**src/rtl/pmt_pkg.sv**
```systemverilog
// Purpose: Shared constants for the period match timer
// Assumes: 8-bit register port, one clock domain
// Notes:   Register offsets are local choices
package pmt_pkg;

	// ----------------------------------------
	// Register map
	// ----------------------------------------
	localparam logic [2:0] PMT_OFF_COUNT   = 3'h0;
	localparam logic [2:0] PMT_OFF_PERIOD  = 3'h1;
	localparam logic [2:0] PMT_OFF_CONTROL = 3'h2;
	localparam logic [2:0] PMT_OFF_STATUS  = 3'h3;
	localparam logic [2:0] PMT_OFF_MASK    = 3'h4;

	// ----------------------------------------
	// Field layout and reset values
	// ----------------------------------------
	localparam int         PMT_CTL_ON_BIT    = 2;
	localparam int         PMT_CTL_PS_LO     = 0;
	localparam int         PMT_CTL_POST_LO   = 3;
	localparam logic [7:0] PMT_CTL_WR_MASK   = 8'h7f;
	localparam logic [7:0] PMT_PERIOD_RESET  = 8'hff;
	localparam logic [7:0] PMT_COUNT_RESET   = 8'h00;
	localparam logic [7:0] PMT_CONTROL_RESET = 8'h00;
	localparam int         PMT_IRQ_MATCH_BIT = 0;

	// ----------------------------------------
	// Instruction clock: system clock divided by four
	// ----------------------------------------
	localparam int         PMT_ICLK_DIV      = 4;

	// Prescale selection codes
	typedef enum logic [1:0] {
		PMT_PS_1  = 2'b00,
		PMT_PS_4  = 2'b01,
		PMT_PS_16 = 2'b10
	} pmt_ps_t;

endpackage

```
**src/rtl/pmt_prescaler.sv**
```systemverilog
// Purpose: Instruction clock and selectable input prescaler
// Assumes: Clear has priority over counting
// Notes:   Emits a one-cycle tick per prescaled period
`timescale 1ns/10ps
`default_nettype none
module pmt_prescaler #(
	parameter int ICLK_DIV = 4
) (
	input  wire logic       clk_i,
	input  wire logic       arst_n_i,
	input  wire logic       run_i,
	input  wire logic       clear_i,
	input  wire logic [1:0] sel_i,
	output logic            tick_o
);
	import pmt_pkg::*;

	initial begin
		if (ICLK_DIV < 1 || ICLK_DIV > 16) begin
			$error("ICLK_DIV out of range");
		end
	end

	logic [3:0] iclk_cnt_r;
	logic [3:0] ps_cnt_r;
	logic       iclk_w;
	logic [3:0] ps_top_w;
	logic       ps_wrap_w;

	// ----------------------------------------
	// Decode
	// ----------------------------------------
	// Instruction clock: oscillator divided by four
	assign iclk_w    = run_i && (iclk_cnt_r == 4'(ICLK_DIV - 1));
	// Upper select bit forces divide by 16
	assign ps_top_w  = sel_i[1] ? 4'hf :
	                   (sel_i == PMT_PS_4) ? 4'h3 : 4'h0;
	assign ps_wrap_w = (ps_cnt_r >= ps_top_w);
	assign tick_o    = iclk_w && ps_wrap_w && !clear_i;

	// Counters hold while stopped
	always_ff @(posedge clk_i or negedge arst_n_i) begin
		if (!arst_n_i) begin
			iclk_cnt_r <= 4'h0;
			ps_cnt_r   <= 4'h0;
		end else if (clear_i) begin
			iclk_cnt_r <= 4'h0;
			ps_cnt_r   <= 4'h0;
		end else if (run_i) begin
			iclk_cnt_r <= iclk_w ? 4'h0 : iclk_cnt_r + 4'h1;
			if (iclk_w) begin
				ps_cnt_r <= ps_wrap_w ? 4'h0 : ps_cnt_r + 4'h1;
			end
		end
	end

endmodule
`default_nettype wire

```
**src/rtl/pmt_postscaler.sv**
```systemverilog
// Purpose: Four-bit output postscaler on match pulses
// Assumes: Match pulses are one cycle long
// Notes:   Clear has priority
`timescale 1ns/10ps
`default_nettype none
module pmt_postscaler (
	input  wire logic       clk_i,
	input  wire logic       arst_n_i,
	input  wire logic       clear_i,
	input  wire logic       match_i,
	input  wire logic [3:0] sel_i,
	output logic            event_o
);
	import pmt_pkg::*;

	logic [3:0] post_cnt_r;
	logic       last_w;

	// ----------------------------------------
	// Terminal decode
	// ----------------------------------------
	// Code n gives ratio n+1
	assign last_w  = (post_cnt_r >= sel_i);
	assign event_o = match_i && last_w && !clear_i;

	// Count match pulses
	always_ff @(posedge clk_i or negedge arst_n_i) begin
		if (!arst_n_i) begin
			post_cnt_r <= 4'h0;
		end else if (clear_i) begin
			post_cnt_r <= 4'h0;
		end else if (match_i) begin
			post_cnt_r <= last_w ? 4'h0 : post_cnt_r + 4'h1;
		end
	end

endmodule
`default_nettype wire

```
**src/rtl/pmt_timer.sv**
```systemverilog
// Purpose: 8-bit period match timer with prescaler and postscaler
// Assumes: Register port on the system clock, 100 MHz
// Notes:   Match pulse feeds PWM units and serial shift clock
`timescale 1ns/10ps
`default_nettype none

module pmt_timer (
	input  wire logic       clk_i,
	input  wire logic       arst_n_i,
	input  wire logic [2:0] addr_i,
	input  wire logic [7:0] wdata_i,
	input  wire logic       wr_i,
	input  wire logic       rd_i,
	output logic [7:0]      rdata_o,
	output logic            irq_o,
	output logic            pwm_match_o,
	output logic            shift_clk_o
);
	import pmt_pkg::*;

	// ----------------------------------------
	// State
	// ----------------------------------------
	logic [7:0] timer_count_r;
	logic [7:0] timer_count_nxt;
	logic [7:0] period_value_r;
	logic [6:0] timer_control_r;
	logic       match_irq_flag_r;
	logic       match_irq_enable_r;
	logic       shift_clk_r;
	logic [7:0] rdata_r;

	// ----------------------------------------
	// Decode
	// ----------------------------------------
	logic       wr_count_w;
	logic       wr_period_w;
	logic       wr_control_w;
	logic       wr_status_w;
	logic       wr_mask_w;
	logic       scaler_clr_w;
	logic       timer_on_w;
	logic       tick_w;
	logic       match_w;
	logic       count_eq_w;
	logic       post_evt_w;
	logic [1:0] clock_prescale_sel_w;
	logic [3:0] output_postscale_sel_w;
	logic [7:0] rd_mux_w;

	assign wr_count_w   = wr_i && (addr_i == PMT_OFF_COUNT);
	assign wr_period_w  = wr_i && (addr_i == PMT_OFF_PERIOD);
	assign wr_control_w = wr_i && (addr_i == PMT_OFF_CONTROL);
	assign wr_status_w  = wr_i && (addr_i == PMT_OFF_STATUS);
	assign wr_mask_w    = wr_i && (addr_i == PMT_OFF_MASK);
	// Scalers restart on count or control writes
	assign scaler_clr_w = wr_count_w || wr_control_w;

	// Control fields
	assign timer_on_w             = timer_control_r[PMT_CTL_ON_BIT];
	assign clock_prescale_sel_w   = timer_control_r[PMT_CTL_PS_LO +: 2];
	assign output_postscale_sel_w = timer_control_r[PMT_CTL_POST_LO +: 4];

	// Compare every cycle; the match fires on the tick that would pass the
	// period, so a period of n gives n+1 ticks and a single-cycle pulse
	assign count_eq_w = (timer_count_r == period_value_r);
	assign match_w    = timer_on_w && tick_w && count_eq_w;

	// ----------------------------------------
	// Scalers
	// ----------------------------------------
	pmt_prescaler #(
		.ICLK_DIV (PMT_ICLK_DIV)
	) u_pre (
		.clk_i    (clk_i),
		.arst_n_i (arst_n_i),
		.run_i    (timer_on_w),
		.clear_i  (scaler_clr_w),
		.sel_i    (clock_prescale_sel_w),
		.tick_o   (tick_w)
	);

	pmt_postscaler u_post (
		.clk_i    (clk_i),
		.arst_n_i (arst_n_i),
		.clear_i  (scaler_clr_w),
		.match_i  (match_w),
		.sel_i    (output_postscale_sel_w),
		.event_o  (post_evt_w)
	);

	// ----------------------------------------
	// Count next value
	// ----------------------------------------
	// Software write wins over increment and reload
	always_comb begin
		timer_count_nxt = timer_count_r;
		if (wr_count_w) begin
			timer_count_nxt = wdata_i;
		end else if (match_w) begin
			timer_count_nxt = PMT_COUNT_RESET;
		end else if (tick_w) begin
			timer_count_nxt = timer_count_r + 8'h01;
		end
	end

	// Count register; control writes do not touch it
	always_ff @(posedge clk_i or negedge arst_n_i) begin
		if (!arst_n_i) begin
			timer_count_r <= PMT_COUNT_RESET;
		end else begin
			timer_count_r <= timer_count_nxt;
		end
	end

	// ----------------------------------------
	// Software registers
	// ----------------------------------------
	always_ff @(posedge clk_i or negedge arst_n_i) begin
		if (!arst_n_i) begin
			period_value_r     <= PMT_PERIOD_RESET;
			timer_control_r    <= PMT_CONTROL_RESET[6:0];
			match_irq_enable_r <= 1'b0;
		end else begin
			if (wr_period_w) begin
				period_value_r <= wdata_i;
			end
			if (wr_control_w) begin
				// Bit 7 not stored
				timer_control_r <= wdata_i[6:0] & PMT_CTL_WR_MASK[6:0];
			end
			if (wr_mask_w) begin
				match_irq_enable_r <= wdata_i[PMT_IRQ_MATCH_BIT];
			end
		end
	end

	// Sticky flag, write one to clear; a new event wins over the clear
	always_ff @(posedge clk_i or negedge arst_n_i) begin
		if (!arst_n_i) begin
			match_irq_flag_r <= 1'b0;
		end else if (post_evt_w) begin
			match_irq_flag_r <= 1'b1;
		end else if (wr_status_w && wdata_i[PMT_IRQ_MATCH_BIT]) begin
			match_irq_flag_r <= 1'b0;
		end
	end

	// Level interrupt gated by enable
	assign irq_o = match_irq_flag_r && match_irq_enable_r;

	// ----------------------------------------
	// Outputs to partner units
	// ----------------------------------------
	// Unscaled match as PWM time base
	assign pwm_match_o = match_w;

	// Shift clock toggles per match, giving a 50% duty clock
	always_ff @(posedge clk_i or negedge arst_n_i) begin
		if (!arst_n_i) begin
			shift_clk_r <= 1'b0;
		end else if (match_w) begin
			shift_clk_r <= ~shift_clk_r;
		end
	end
	assign shift_clk_o = shift_clk_r;

	// ----------------------------------------
	// Read path
	// ----------------------------------------
	// Unmapped addresses read zero
	assign rd_mux_w =
		(addr_i == PMT_OFF_COUNT)   ? timer_count_r :
		(addr_i == PMT_OFF_PERIOD)  ? period_value_r :
		(addr_i == PMT_OFF_CONTROL) ? {1'b0, timer_control_r} :
		(addr_i == PMT_OFF_STATUS)  ? {7'h00, match_irq_flag_r} :
		(addr_i == PMT_OFF_MASK)    ? {7'h00, match_irq_enable_r} :
		8'h00;

	// Data valid only in the cycle after the strobe
	always_ff @(posedge clk_i or negedge arst_n_i) begin
		if (!arst_n_i) begin
			rdata_r <= 8'h00;
		end else if (rd_i) begin
			rdata_r <= rd_mux_w;
		end else begin
			rdata_r <= 8'h00;
		end
	end
	assign rdata_o = rdata_r;

endmodule
`default_nettype wire

```
**config.mk**
```make
export PLATFORM = sky130hd
export DESIGN_NAME = pmt_timer
export DESIGN_NICKNAME = d
export VERILOG_FILES = /design/src/rtl/pmt_pkg.sv /design/src/rtl/pmt_prescaler.sv /design/src/rtl/pmt_postscaler.sv /design/src/rtl/pmt_timer.sv
export SDC_FILE = /design/constraint.sdc
export NUM_CORES = 1
export LEC_CHECK = 0
export BUFFER_PORTS_ARGS = -buffer_cell sky130_fd_sc_hd__buf_2
export CAP_MARGIN = 30
export CORE_MARGIN = 10
export CORE_UTILIZATION = 35
export DETAILED_ROUTE_END_ITERATION = 16
export SLEW_MARGIN = 5
export SYNTH_ARGS = -nofsm -noshare
export SYNTH_HDL_FRONTEND = slang
export SYNTH_SLANG_ARGS = --single-unit
```
**constraint.sdc**
```tcl
create_clock -name clk_i -period 3.6 [get_ports clk_i]
set_clock_uncertainty 0.2 [all_clocks]
set_input_delay 0.54 -clock clk_i [delete_from_list [all_inputs] [get_ports clk_i]]
set_output_delay 0.54 -clock clk_i [all_outputs]
set_load 0.01 [all_outputs]
```
Word level (Yosys, flattened, before mapping)
Index checks and enable logic that the tools add are counted.
{ "word_totals": {"out_inout_bits": 11, "latch_bits": 0, "regBits": 46, "mem_bits_ro": 0, "wordCells": 70, "mem_count": 0, "mem_bits_rw": 0} }
{ "classes": {"order_cmp": 2, "n_bitwise": 1, "eq_ne": 7, "add_sub_neg": 4, "shifts": 0, "div_mod_pow": 0, "mul": 0, "muxes": 23, "n_reduce_logical": 23} }
{ "op_table": {"columns": ["cell", "n"], "rows": [
  ["8-bit two-way mux", 6],
  ["4-bit two-way mux", 11],
  ["1-bit logical AND", 14],
  ["4-bit by 1-bit adder with 4-bit output, second input constant", 3],
  ["8-bit by 1-bit adder with 8-bit output, second input constant", 1],
  ["8-bit equality test", 1],
  ["4-bit >= comparator", 2],
  ["2-bit nonzero test", 4],
  ["7-bit two-way mux", 1],
  ["3-bit by 2-bit equality test with 1-bit output, second input constant", 2],
  ["4-bit by 2-bit equality test with 1-bit output, second input constant", 1],
  ["1-bit two-way mux", 4],
  ["3-bit by 1-bit equality test with 1-bit output, second input constant", 1],
  ["3-bit equality test, second input constant", 1],
  ["3-bit logical NOT", 1],
  ["3-bit nonzero test", 1],
  ["2-bit by 1-bit equality test with 1-bit output, second input constant", 1],
  ["2-bit two-way mux", 1],
  ["2-bit AND reduction", 1],
  ["1-bit logical NOT", 1],
  ["1-bit logical OR", 1],
  ["1-bit NOT", 1]
]} }

Logic depth before layout (Yosys ltp)
Gate-level depths: netlist of the first run.
{ "logic_depth": {"ltp_word": 11, "ltp_mapped": 9, "mapped_depth_nobuf": 8} }

Cells and area by module
A second synthesis of the first run with hierarchy kept.
{ "hier_totals": {"hier_cells": 237, "area_unflattened_um2": 2583.7} }
{ "modules_own_cells": {"columns": ["mod", "instances", "cells_per_inst", "area_each_um2"], "rows": [
  ["pmt_timer", 1, 146, 1700.4],
  ["pmt_prescaler", 1, 56, 540.5],
  ["pmt_postscaler", 1, 35, 342.8]
]} }

Worst setup path after synthesis of the first run
No wires, ideal clock.
{ "synth_timing": {"path_kind": "register to output", "start": "reg timer_control_r[0]", "end": "out pwm_match_o", "arrival_ps": 2014, "setup_slack_ps": 846, "path_stages_with_launch": 9, "path_cell_list": "dfrtp_1 or2_2 ha_1 nand2b_1 a2111o_1 and3_1 clkbuf_1 nand2_1 inv_1"} }
{ "synth_via": {"elab_chain_len": 8} }
{ "synth_rtl": {"columns": ["element", "line_no", "rtl"], "rows": [
  ["from (decl)", "pmt_timer.sv:27", "logic [6:0] timer_control_r;"],
  ["from (signal assigned)", "pmt_timer.sv:122", "timer_control_r <= PMT_CONTROL_RESET[6:0];"],
  ["from (signal assigned)", "pmt_timer.sv:130", "timer_control_r <= wdata_i[6:0] & PMT_CTL_WR_MASK[6:0];"],
  ["2-bit by 1-bit equality test with 1-bit output", "pmt_prescaler.sv:37", "(sel_i == PMT_PS_4) ? 4'h3 : 4'h0;"],
  ["2-bit two-way mux", "pmt_prescaler.sv:37", null],
  ["4-bit two-way mux", "pmt_prescaler.sv:36", "assign ps_top_w = sel_i[1] ? 4'hf :"],
  ["4-bit >= comparator", "pmt_prescaler.sv:38", "assign ps_wrap_w = (ps_cnt_r >= ps_top_w);"],
  ["1-bit logical AND (2 in a row)", "pmt_prescaler.sv:39", "assign tick_o = iclk_w && ps_wrap_w && !clear_i;"],
  ["1-bit logical AND (2 in a row)", "pmt_timer.sv:67", "assign match_w = timer_on_w && tick_w && count_eq_w;"],
  ["to (decl)", "pmt_timer.sv:16", "output logic pwm_match_o,"]
]} }
No other way between the ends.

Final worst setup path of the first run
Same ends and word-level chain as after synthesis.

==> results of run 1 <==
## metal layers
metal | up-vias | GRT usage | share of wire
met1 | 948 | 0.147 | 0.47
met2 | 50 | 0.172 | 0.47
met3 | 5 | 0.0302 | 0.051
met5 | - | 0 | 0
met4 | 0 | 0.0397 | 0.011
li1 | 992 | - | -
## stage by stage
stage / total power [mW] / worst slack, ns / util / area, sq um
final: 1.43 / 0.303 / 0.405 / 2940
after global routing: 1.53 / 0.149 / 0.405 / 2940
after CTS: 1.44 / 0.273 / 0.405 / 2940
after detailed placement: 1.10 / 0.632 / 0.392 / 2850
after global placement: 1.09 / 0.702 / 0.390 / 2830
after floorplan: 0.995 / 0.846 / - / 2610
## cell families after synthesis
logic type	Yosys count	share of synthesized area
DFF	46	0.445
xor gates and xnor gates	10	0.0393
and+or+nand+nor	100	0.212
AOI/OAI and AO/OA	54	0.123
buffers and inverters	19	0.0312
muxes	21	0.0911
adders and majority gates	12	0.0576
## worst register-to-register path, delay by kind of cell, from the launching register on
kind	cells	cell delay [ns]
AOI/OAI and AO/OA	2	0.39
adders and majority gates	1	0.27
buffers and inverters	1	0.24
DFF	1	0.41
and+or+nand+nor	4	1.09
## final cells by class
cell class | count | area, sq um
multi-input cells | 197 | 1370
well taps | 99 | 124
repair buffers | 28 | 160
flip-flops and latches | 46 | 1160
fillers | 721 | 4310
clock buffers | 5 | 68.8
inverters | 9 | 33.8
clock inverters | 3 | 25.0
## state kept, by name (all words and copies together) (netlist names)
name and flops:
match_irq_flag_r 1, period_value_r 8, timer_control_r 7, u_post.post_cnt_r 4, shift_clk_o 1, rdata_o 8, match_irq_enable_r 1, u_pre.iclk_cnt_r 4
timer_count_r 8, u_pre.ps_cnt_r 4
## worst max path at each step
stage | slack (ns) | endpoint | depth (start not counted)
floorplan | 0.85 | pwm_match_o | 8
global placement | 0.70 | pwm_match_o | 8
detailed placement | 0.63 | pwm_match_o | 8
CTS | 0.27 | pwm_match_o | 8
global route | 0.15 | pwm_match_o | 8
finish | 0.30 | pwm_match_o | 8
## synth_stat cells, drive strengths merged, types with 3 or more instances
cell type  instances  share of area
nor2              22          0.032
nand2             22          0.033
dfrtp             38           0.36
a21oi             25          0.048
dfstp              8          0.081
nor3               6          0.012
buf                5          0.011
xor2               9          0.036
nand4              4         0.0096
mux2              12          0.052
inv                9          0.013
a21boi             3         0.0086
nand4b             3          0.010
or4                3         0.0086
mux2i              8          0.031
and2               4         0.0096
ha                12          0.058
nand2b             7          0.017
clkbuf             5         0.0072
nand3             15          0.029
a32oi              3          0.010
o21ai             14          0.027
## where the power goes
| part | switching, mW | internal [mW] | total (mW) |
|---|---|---|---|
| Combinational | 0.204 | 0.172 | 0.375 |
| Sequential | 0.0993 | 0.614 | 0.714 |
| Clock | 0.196 | 0.141 | 0.336 |
| Total | 0.499 | 0.927 | 1.43 |
==> reports/summary.json, run 1 <==
{
  "outcome": {
    "run_status": "finished, final reports clean"
  },
  "sta": {
    "slew_headroom": 0.489,
    "post-route-min-period_ns": 3.30,
    "tightest_slew_ns": 0.763,
    "setup_viol_count_final": 0,
    "clock.fmax_mhz": 303,
    "finalHoldWorstSlack_ns": 0.00308,
    "rsz0062_at_grt": "false",
    "min_period_over_period": 0.916,
    "finalHoldViolations": 0,
    "setup_total_negative_slack_ns": 0,
    "final_max_slew_viol_count": 0
  },
  "clocking": {
    "htreeDepth": 2,
    "cts_post_setup_buffers_inserted": 0,
    "post_cts_resize_count": 0,
    "cts_tree": "built",
    "cts-buffers-inserted": 5,
    "cts.hold.buffers_added": 0,
    "clk_path_buf_depth": 2,
    "clkSlewWorstSetupHoldPaths_ns": 0.10,
    "cts_sinks": 46,
    "worstSkewPairLatency_ns": 0.31,
    "cts.root.buffer_cell": "sky130_fd_sc_hd__clkbuf_8"
  },
  "logic_synthesis": {
    "most_used_flip_flop_cell_after_synthesis": "sky130_fd_sc_hd__dfrtp_1",
    "yosys_warnings": 0,
    "synthesized_netlist_net_count": 289,
    "number_of_register_bits_inferred_by_synthesis": 46,
    "synth_cell_types": 46,
    "synthesis.instances": 262,
    "synth-async-reset-ratio": 1.00,
    "synth-seq-area-share": 0.445,
    "synthesis.area_sq_um": 2610,
    "synth_enable_flop_cells": 0,
    "syn_avg_cell_area_sq_um": 9.96
  },
  "worst_setup_path": {
    "worstSetupEndpointType": "output port",
    "critPathSlowestCell": "sky130_fd_sc_hd__a2111o_1",
    "worst-setup-path-type": "reg2out",
    "cpPeakStageDelay_ns": 0.49,
    "crit_path_start_kind": "flop",
    "regToRegEndpoint": "timer_count_r[3]$_DFFE_PN0P_",
    "timing.critical_path.required_ns": 2.86,
    "cp-startpoint": "timer_control_r[0]$_DFFE_PN0P_",
    "critPathMaxFanout": 7,
    "worstPathCellList": "or2_2 > ha_1 > nand2b_1 > a2111o_1 > and3_1 > nand2_1 > inv_1 > buf_2",
    "reg2reg_setup_slack_ns": 0.94,
    "reg2reg_from": "timer_control_r[0]$_DFFE_PN0P_",
    "buffers_inverters_on_critical_path": 2,
    "worst_path_dominant_cell_family": "simple AND/OR/NAND/NOR gates",
    "worst-r2r-cell-count": 8,
    "cp_data_arrival_time_ns": 2.56
  },
  "power_and_ir_drop": {
    "power_per_cell_area_nw_per_um2": 485,
    "vdd.ir_drop.worst_mv": 0.187,
    "power.static_leakage_nw": 1.30
  },
  "global_route": {
    "grt_start_max_net_pins": 25,
    "first_pass_grt_wire_length_mm": 10.3,
    "via_count_of_the_first_global_routing_pass": 2004,
    "initial_antenna_violation_count": 0,
    "grt_overflow_total": 0,
    "groute.usage.overall": 0.112
  },
  "floorplan": {
    "pin_count": 26,
    "fp.dieH_microns": 106,
    "design.die.area_sq_um": 11300,
    "floorplan.rows": 31,
    "starting_density": 0.360,
    "floorplan.die.width_microns": 106,
    "coreArea_sq_um": 7250
  },
  "layout": {
    "mostFrequentLayoutCell": "sky130_fd_sc_hd__dfrtp_1",
    "most-common-layout-cells": "38 x sky130_fd_sc_hd__dfrtp_1, 25 x sky130_fd_sc_hd__a21oi_1, 25 x sky130_fd_sc_hd__buf_2",
    "final_cell_count_no_fill": 387,
    "layout-drive-gt1-share": 0.229,
    "antennaDiodeCount": 0,
    "synthToLayoutAreaGrowth_pct": 12.7,
    "final_stage_net_count": 314
  },
  "place": {
    "gp_congestion": 0.795,
    "placedCellCount": 379,
    "port-buffer-count": 25,
    "dpl_wire_length_mm": 4.49
  },
  "routing": {
    "first_pass_iters": 4,
    "drc": 0,
    "wirelength_mm": 6.00,
    "initial_drt_markers": 104,
    "via_count": 1995,
    "drtAntennaViolNets": 0,
    "routedWlPerCell_microns": 15.5,
    "viasPerCell": 5.16
  },
  "job": {
    "max_cap_viol_count": 0
  },
  "hold_path": {
    "hp-class": "in2async"
  }
}
Note: power is estimated with default switching activity, not from simulation.
==> inputs of run 2 (changes only) <==
CORE_MARGIN = 5   (was 10)
==> run 2 against run 1 <==
  * Power is essentially flat
  * Utilization is the same
  * Cell count is the same
  * Clock power is essentially flat
  * Critical path depth is the same
  * Critical endpoint unchanged
  * Largest power group unchanged
==> reports/summary.json, run 2 (synthesized netlist as in run 1, its figures left out) <==
{
  "sta": {
    "tightest_slew": {"value": 0.803, "unit": "ns", "change": "was 0.763 ns"},
    "setup_ws_post_layout": {"value": 0.331, "unit": "ns", "change": "was 0.303 ns"},
    "min_period_over_period": {"value": 0.908, "change": "was 0.916"},
    "post-route-min-period": {"value": 3.27, "unit": "ns", "change": "was 3.30 ns"},
    "final_max_slew_viol_count": {"value": 0, "change": "unchanged"},
    "clock.fmax": {"value": 306, "unit": "MHz", "change": "was 303 MHz"},
    "rsz0062_at_grt": {"value": "false", "change": "unchanged"},
    "finalHoldViolations": {"value": 0, "change": "unchanged"},
    "finalHoldWorstSlack": {"value": 0.000276, "unit": "ns", "change": "was 0.00308 ns"},
    "setup_viol_count_final": {"value": 0, "change": "unchanged"},
    "setup_total_negative_slack": {"value": 0, "unit": "ns", "change": "unchanged"},
    "slew_headroom": {"value": 0.463, "change": "was 0.489"}
  },
  "floorplan": {
    "fp.dieH": {"value": 96.3, "unit": "microns", "change": "was 106 microns"},
    "coreArea": {"value": 7250, "unit": "sq um", "change": "unchanged"},
    "starting_density": {"value": 0.360, "change": "unchanged"},
    "design.die.area": {"value": 9280, "unit": "sq um", "change": "was 11300 sq um"},
    "floorplan.rows": {"value": 31, "change": "unchanged"},
    "pin_count": {"value": 26, "change": "unchanged"},
    "floorplan.die.width": {"value": 96.3, "unit": "microns", "change": "was 106 microns"}
  },
  "layout": {
    "final_stage_net_count": {"value": 314, "change": "unchanged"},
    "synthToLayoutAreaGrowth": {"value": 12.7, "unit": "%", "change": "unchanged"},
    "final_core_util": {"value": 0.405, "change": "unchanged"},
    "fill_cell_total_of_the_finished_layout": {"value": 738, "change": "was 721"},
    "layout-drive-gt1-share": {"value": 0.229, "change": "unchanged"},
    "finalInstanceArea": {"value": 2940, "unit": "sq um", "change": "unchanged"},
    "final_cell_count_no_fill": {"value": 387, "change": "unchanged"},
    "mostFrequentLayoutCell": {"value": "sky130_fd_sc_hd__dfrtp_1", "change": "unchanged"},
    "most-common-layout-cells": {"value": "38 x sky130_fd_sc_hd__dfrtp_1, 25 x sky130_fd_sc_hd__a21oi_1, 25 x sky130_fd_sc_hd__buf_2", "change": "unchanged"},
    "antennaDiodeCount": {"value": 0, "change": "unchanged"}
  },
  "clocking": {
    "cts-buffers-inserted": {"value": 5, "change": "unchanged"},
    "cts_sinks": {"value": 46, "change": "unchanged"},
    "clk_path_buf_depth": {"value": 2, "change": "unchanged"},
    "clkSlewWorstSetupHoldPaths": {"value": 0.10, "unit": "ns", "change": "about the same"},
    "cts_tree": {"value": "built", "change": "unchanged"},
    "cts.root.buffer_cell": {"value": "sky130_fd_sc_hd__clkbuf_8", "change": "unchanged"},
    "cts.hold.buffers_added": {"value": 0, "change": "unchanged"},
    "cts_post_setup_buffers_inserted": {"value": 0, "change": "unchanged"},
    "worstSkewPairLatency": {"value": 0.31, "unit": "ns", "change": "about the same"},
    "post_cts_resize_count": {"value": 0, "change": "unchanged"},
    "htreeDepth": {"value": 2, "change": "unchanged"}
  },
  "place": {
    "gp_congestion": {"value": 0.758, "change": "was 0.795"},
    "port-buffer-count": {"value": 25, "change": "unchanged"},
    "placedCellCount": {"value": 379, "change": "unchanged"},
    "post-place-ws": {"value": 0.673, "unit": "ns", "change": "was 0.632 ns"},
    "dpl_wire_length": {"value": 4.49, "unit": "mm", "change": "about the same"},
    "dpl_cell_area": {"value": 2850, "unit": "sq um", "change": "unchanged"}
  },
  "worst_setup_path": {
    "crit_path_start_kind": {"value": "flop", "change": "unchanged"},
    "reg2reg_setup_slack": {"value": 0.98, "unit": "ns", "change": "was 0.94 ns"},
    "critPathSlowestCell": {"value": "sky130_fd_sc_hd__a2111o_1", "change": "unchanged"},
    "worstPathCellList": {"value": "or2_2 > ha_1 > nand2b_1 > a2111o_1 > and3_1 > nand2_1 > inv_1 > buf_2", "change": "unchanged"},
    "reg2reg_from": {"value": "timer_control_r[0]$_DFFE_PN0P_", "change": "unchanged"},
    "worstSetupEndpointType": {"value": "output port", "change": "unchanged"},
    "timing.critical_path.required": {"value": 2.86, "unit": "ns", "change": "about the same"},
    "cp_data_arrival_time": {"value": 2.53, "unit": "ns", "change": "was 2.56 ns"},
    "critPathMaxFanout": {"value": 7, "change": "unchanged"},
    "cpPeakStageDelay": {"value": 0.48, "unit": "ns", "change": "was 0.49 ns"},
    "worst-r2r-cell-count": {"value": 8, "change": "unchanged"},
    "buffers_inverters_on_critical_path": {"value": 2, "change": "unchanged"},
    "worst_path_dominant_cell_family": {"value": "simple AND/OR/NAND/NOR gates", "change": "unchanged"},
    "regToRegEndpoint": {"value": "timer_count_r[7]$_DFFE_PN0P_", "change": "was timer_count_r[3]$_DFFE_PN0P_"},
    "worst-setup-path-type": {"value": "reg2out", "change": "unchanged"}
  },
  "routing": {
    "drtAntennaViolNets": {"value": 0, "change": "unchanged"},
    "drc": {"value": 0, "change": "unchanged"},
    "via_count": {"value": 2061, "change": "was 1995"},
    "wirelength": {"value": 5.95, "unit": "mm", "change": "was 6.00 mm"},
    "initial_drt_markers": {"value": 121, "change": "was 104"},
    "first_pass_iters": {"value": 4, "change": "unchanged"},
    "routedWlPerCell": {"value": 15.4, "unit": "microns", "change": "was 15.5 microns"},
    "viasPerCell": {"value": 5.33, "change": "was 5.16"}
  },
  "outcome": {
    "run_status": {"value": "finished, final reports clean", "change": "unchanged"}
  },
  "global_route": {
    "grt_overflow_total": {"value": 0, "change": "unchanged"},
    "initial_antenna_violation_count": {"value": 0, "change": "unchanged"},
    "groute.usage.overall": {"value": 0.139, "change": "was 0.112"},
    "via_count_of_the_first_global_routing_pass": {"value": 1982, "change": "was 2004"},
    "grt_start_max_net_pins": {"value": 26, "change": "was 25"},
    "first_pass_grt_wire_length": {"value": 9.87, "unit": "mm", "change": "was 10.3 mm"}
  },
  "hold_path": {
    "hp-class": {"value": "in2async", "change": "unchanged"}
  },
  "power_and_ir_drop": {
    "power_per_cell_area": {"value": 485, "unit": "nW/um^2", "change": "about the same"},
    "power.static_leakage": {"value": 1.30, "unit": "nW", "change": "unchanged"},
    "power.total": {"value": 1.43, "unit": "mW", "change": "about the same"},
    "vdd.ir_drop.worst": {"value": 0.178, "unit": "mV", "change": "was 0.187 mV"}
  },
  "job": {
    "max_cap_viol_count": {"value": 0, "change": "unchanged"}
  }
}
## run 2: worst max path at each step
stage                                               from           to  slack (ns)  depth (start not counted)
after global routing      timer_control_r[0]$_DFFE_PN0P_  pwm_match_o        0.16                          8
final                     timer_control_r[0]$_DFFE_PN0P_  pwm_match_o        0.33                          8
after CTS                 timer_control_r[0]$_DFFE_PN0P_  pwm_match_o        0.31                          8
after detailed placement  timer_control_r[0]$_DFFE_PN0P_  pwm_match_o        0.67                          8
after global placement    timer_control_r[0]$_DFFE_PN0P_  pwm_match_o        0.70                          8
after floorplan           timer_control_r[0]$_DFFE_PN0P_  pwm_match_o        0.85                          8
## run 2: cell type report
class / instances / area, sq um / area share
tap: 99 / 124 / 0.0421
inverter: 9 / 33.8 / 0.0115
multi-input combinational: 197 / 1370 / 0.465
sequential: 46 / 1160 / 0.395
clock inverter: 3 / 25.0 / 0.00851
clock buffer: 5 / 68.8 / 0.0234
timing repair buffer: 28 / 160 / 0.0545
## run 2: where the power goes
group / internal, mW / total [mW] / switching (mW)
Combinational: 0.172 / 0.378 / 0.206
Clock: 0.140 / 0.335 / 0.195
Sequential: 0.614 / 0.713 / 0.0983
## run 2: metal layers
metal | wire length, microns | up-vias | GRT usage
li1 | - | 990 | -
met1 | 2730 | 1005 | 0.178
met2 | 2750 | 57 | 0.235
met3 | 387 | 9 | 0.0274
met4 | 87 | 0 | 0.0421
met5 | 0 | - | 0
## run 2: worst register-to-register path, delay by kind of cell, from the launching register on
| kind | cells | cell delay (ns) |
|---|---|---|
| flip-flops | 1 | 0.39 |
| AND/OR/NAND/NOR | 3 | 0.75 |
| adder cells (fa/ha/maj) | 1 | 0.27 |
| AO/OA/AOI/OAI | 3 | 0.71 |
| buffers and inverters | 1 | 0.22 |
==> inputs of run 3 (changes only) <==
BUFFER_PORTS_ARGS = not set   (was -buffer_cell sky130_fd_sc_hd__buf_2)
DONT_BUFFER_PORTS = 1   (was not set)
SETUP_SLACK_MARGIN = 0.2   (was not set)
==> run 3 against run 2 <==
  * Global-route usage rose by 0.29 points
  * Via count fell by 6.8%
  * Count of clock-buffer cells in the layout did not move
  * Setup slack improved by 0.10 ns
  * Critical path depth fell by 1
  * Routed wire length fell by 0.92%
  * Clock power fell by 1%
  * Critical endpoint unchanged
  * Largest power group unchanged
==> reports/summary.json, run 3 (synthesized netlist as in run 1, its figures left out) <==
{
  "global_route": {
    "initial_antenna_violation_count": {"value": 0, "change": "unchanged"},
    "groute.usage.overall": {"value": 0.142, "change": "was 0.139"},
    "grt_start_max_net_pins": {"value": 47, "change": "was 26"},
    "first_pass_grt_wire_length": {"value": 10.0, "unit": "mm", "change": "was 9.87 mm"},
    "via_count_of_the_first_global_routing_pass": {"value": 1943, "change": "was 1982"},
    "grt_overflow_total": {"value": 0, "change": "unchanged"}
  },
  "layout": {
    "synthToLayoutAreaGrowth": {"value": 8.25, "unit": "%", "change": "was 12.7%"},
    "final_stage_net_count": {"value": 289, "change": "was 314"},
    "layout-drive-gt1-share": {"value": 0.152, "change": "was 0.229"},
    "finalInstanceArea": {"value": 2820, "unit": "sq um", "change": "was 2940 sq um"},
    "sequential_cell_area": {"value": 1160, "unit": "sq um", "change": "unchanged"},
    "multiInputGateArea": {"value": 1370, "unit": "sq um", "change": "unchanged"},
    "mostFrequentLayoutCell": {"value": "sky130_fd_sc_hd__dfrtp_1", "change": "unchanged"},
    "final_core_util": {"value": 0.389, "change": "was 0.405"},
    "antennaDiodeCount": {"value": 0, "change": "unchanged"},
    "fill_cell_total_of_the_finished_layout": {"value": 725, "change": "was 738"},
    "most-common-layout-cells": {"value": "38 x sky130_fd_sc_hd__dfrtp_1, 25 x sky130_fd_sc_hd__a21oi_1, 22 x sky130_fd_sc_hd__nor2_1", "change": "was 38 x sky130_fd_sc_hd__dfrtp_1, 25 x sky130_fd_sc_hd__a21oi_1, 25 x sky130_fd_sc_hd__buf_2"}
  },
  "clocking": {
    "cts.hold.buffers_added": {"value": 2, "change": "was 0"},
    "clk_path_buf_depth": {"value": 2, "change": "unchanged"},
    "cts_tree": {"value": "built", "change": "unchanged"},
    "cts-buffers-inserted": {"value": 5, "change": "unchanged"},
    "clkSlewWorstSetupHoldPaths": {"value": 0.09, "unit": "ns", "change": "was 0.10 ns"},
    "cts_post_setup_buffers_inserted": {"value": 0, "change": "unchanged"},
    "cts.root.buffer_cell": {"value": "sky130_fd_sc_hd__clkbuf_8", "change": "unchanged"},
    "post_cts_resize_count": {"value": 0, "change": "unchanged"},
    "cts_sinks": {"value": 46, "change": "unchanged"},
    "worstSkewPairLatency": {"value": 0.30, "unit": "ns", "change": "was 0.31 ns"},
    "htreeDepth": {"value": 2, "change": "unchanged"}
  },
  "place": {
    "post-place-ws": {"value": 0.737, "unit": "ns", "change": "was 0.673 ns"},
    "gp_congestion": {"value": 0.811, "change": "was 0.758"},
    "dpl_wire_length": {"value": 4.23, "unit": "mm", "change": "was 4.49 mm"},
    "dpl_cell_area": {"value": 2690, "unit": "sq um", "change": "was 2850 sq um"},
    "port-buffer-count": {"value": 0, "change": "was 25"}
  },
  "routing": {
    "viasPerCell": {"value": 5.31, "change": "was 5.33"},
    "via_count": {"value": 1921, "change": "was 2061"},
    "routedWlPerCell": {"value": 16.3, "unit": "microns", "change": "was 15.4 microns"},
    "first_pass_iters": {"value": 4, "change": "unchanged"},
    "drc": {"value": 0, "change": "unchanged"},
    "initial_drt_markers": {"value": 110, "change": "was 121"},
    "wirelength": {"value": 5.90, "unit": "mm", "change": "was 5.95 mm"},
    "drtAntennaViolNets": {"value": 0, "change": "unchanged"}
  },
  "sta": {
    "final_max_slew_viol_count": {"value": 0, "change": "unchanged"},
    "finalHoldViolations": {"value": 0, "change": "unchanged"},
    "post-route-min-period": {"value": 3.17, "unit": "ns", "change": "was 3.27 ns"},
    "tightest_slew": {"value": 0.792, "unit": "ns", "change": "was 0.803 ns"},
    "min_period_over_period": {"value": 0.880, "change": "was 0.908"},
    "finalHoldWorstSlack": {"value": 0.107, "unit": "ns", "change": "was 0.000276 ns"},
    "setup_viol_count_final": {"value": 0, "change": "unchanged"},
    "slew_headroom": {"value": 0.470, "change": "was 0.463"},
    "setup_total_negative_slack": {"value": 0, "unit": "ns", "change": "unchanged"},
    "setup_ws_post_layout": {"value": 0.433, "unit": "ns", "change": "was 0.331 ns"},
    "rsz0062_at_grt": {"value": "false", "change": "unchanged"},
    "clock.fmax": {"value": 316, "unit": "MHz", "change": "was 306 MHz"}
  },
  "floorplan": {
    "floorplan.die.width": {"value": 96.3, "unit": "microns", "change": "unchanged"},
    "fp.dieH": {"value": 96.3, "unit": "microns", "change": "unchanged"},
    "pin_count": {"value": 26, "change": "unchanged"},
    "coreArea": {"value": 7250, "unit": "sq um", "change": "unchanged"},
    "floorplan.rows": {"value": 31, "change": "unchanged"},
    "starting_density": {"value": 0.360, "change": "unchanged"},
    "design.die.area": {"value": 9280, "unit": "sq um", "change": "unchanged"}
  },
  "hold_path": {
    "hold-path-cell-count": 1,
    "hp-class": {"value": "in2reg", "change": "was in2async"},
    "worstHoldEndpoint": "rdata_o[7]$_DFF_PN0_",
    "startpoint_of_the_worst_hold_path": "addr_i[1]"
  },
  "worst_setup_path": {
    "worst-r2r-cell-count": {"value": 7, "change": "was 8"},
    "reg2reg_setup_slack": {"value": 0.82, "unit": "ns", "change": "was 0.98 ns"},
    "crit_path_start_kind": {"value": "flop", "change": "unchanged"},
    "cp_data_arrival_time": {"value": 2.43, "unit": "ns", "change": "was 2.53 ns"},
    "reg2reg_from": {"value": "timer_control_r[0]$_DFFE_PN0P_", "change": "unchanged"},
    "worstSetupEndpointType": {"value": "output port", "change": "unchanged"},
    "timing.critical_path.required": {"value": 2.86, "unit": "ns", "change": "about the same"},
    "cpPeakStageDelay": {"value": 0.49, "unit": "ns", "change": "was 0.48 ns"},
    "critPathSlowestCell": {"value": "sky130_fd_sc_hd__a2111o_1", "change": "unchanged"},
    "worst-setup-path-type": {"value": "reg2out", "change": "unchanged"},
    "regToRegEndpoint": {"value": "timer_count_r[3]$_DFFE_PN0P_", "change": "was timer_count_r[7]$_DFFE_PN0P_"},
    "worstPathCellList": {"value": "or2_2 > ha_1 > nand2b_1 > a2111o_1 > and3_1 > nand2_1 > inv_1", "change": "was or2_2 > ha_1 > nand2b_1 > a2111o_1 > and3_1 > nand2_1 > inv_1 > buf_2"},
    "critPathMaxFanout": {"value": 7, "change": "unchanged"}
  },
  "power_and_ir_drop": {
    "power_per_cell_area": {"value": 496, "unit": "nW/um^2", "change": "was 485 nW/um^2"},
    "power.static_leakage": {"value": 1.18, "unit": "nW", "change": "was 1.30 nW"},
    "vdd.ir_drop.worst": {"value": 0.141, "unit": "mV", "change": "was 0.178 mV"}
  },
  "job": {
    "max_cap_viol_count": {"value": 0, "change": "unchanged"}
  },
  "outcome": {
    "run_status": {"value": "finished, final reports clean", "change": "unchanged"}
  }
}
run 3: cell count changes in the layout (fill, tap and decap cells not counted):
cell	previous run	this run
sky130_fd_sc_hd__buf_16	0	1
sky130_fd_sc_hd__buf_4	2	1
sky130_fd_sc_hd__dlygate4sd3_1	0	1
sky130_fd_sc_hd__buf_12	1	0
sky130_fd_sc_hd__buf_2	25	0
run 3: area by class of cell:
type / instances / share of cell area
multi-input combinational: 197 / 0.484
timing repair buffer: 3 / 0.0160
clock inverter: 3 / 0.00886
clock buffer: 5 / 0.0244
tap: 99 / 0.0439
sequential: 46 / 0.411
inverter: 9 / 0.0120
run 3: worst max path at each step:
stage,start,to,slack (ns),depth (start not counted)
5_1_grt,timer_control_r[0]$_DFFE_PN0P_,pwm_match_o,0.25,7
2_1_floorplan,timer_control_r[0]$_DFFE_PN0P_,pwm_match_o,0.85,8
3_5_place_dp,timer_control_r[0]$_DFFE_PN0P_,pwm_match_o,0.74,7
4_1_cts,timer_control_r[0]$_DFFE_PN0P_,pwm_match_o,0.39,7
6_report,timer_control_r[0]$_DFFE_PN0P_,pwm_match_o,0.43,7
3_3_place_gp,timer_control_r[0]$_DFFE_PN0P_,pwm_match_o,0.79,7
run 3: metrics by stage:
stage,total power [mW],std cells
finish,1.40,362
global route,1.51,362
CTS,1.42,362
detailed placement,1.07,352
global placement,1.06,352
floorplan,0.995,262
run 3: critical path, delay by kind of cell (launching register included):
family,cells,cell delay [ns]
simple gates,4,0.90
compound gates,1,0.49
flops,1,0.39
fa+ha+maj,1,0.26
buf+inv,1,0.10
run 3: layer usage:
layer  routed length, microns  share of wire  GRT usage
met1                     2690           0.46      0.186
met2                     2790           0.47      0.234
met3                      390          0.066     0.0352
met4                       25         0.0042     0.0339
met5                        0              0          0
run 3: report_power, final:
group          internal (mW)  switching, mW  total (mW)
Combinational          0.163          0.188       0.352
Sequential             0.615          0.104       0.719
Clock                  0.140          0.190       0.331
Total                  0.918          0.483        1.40
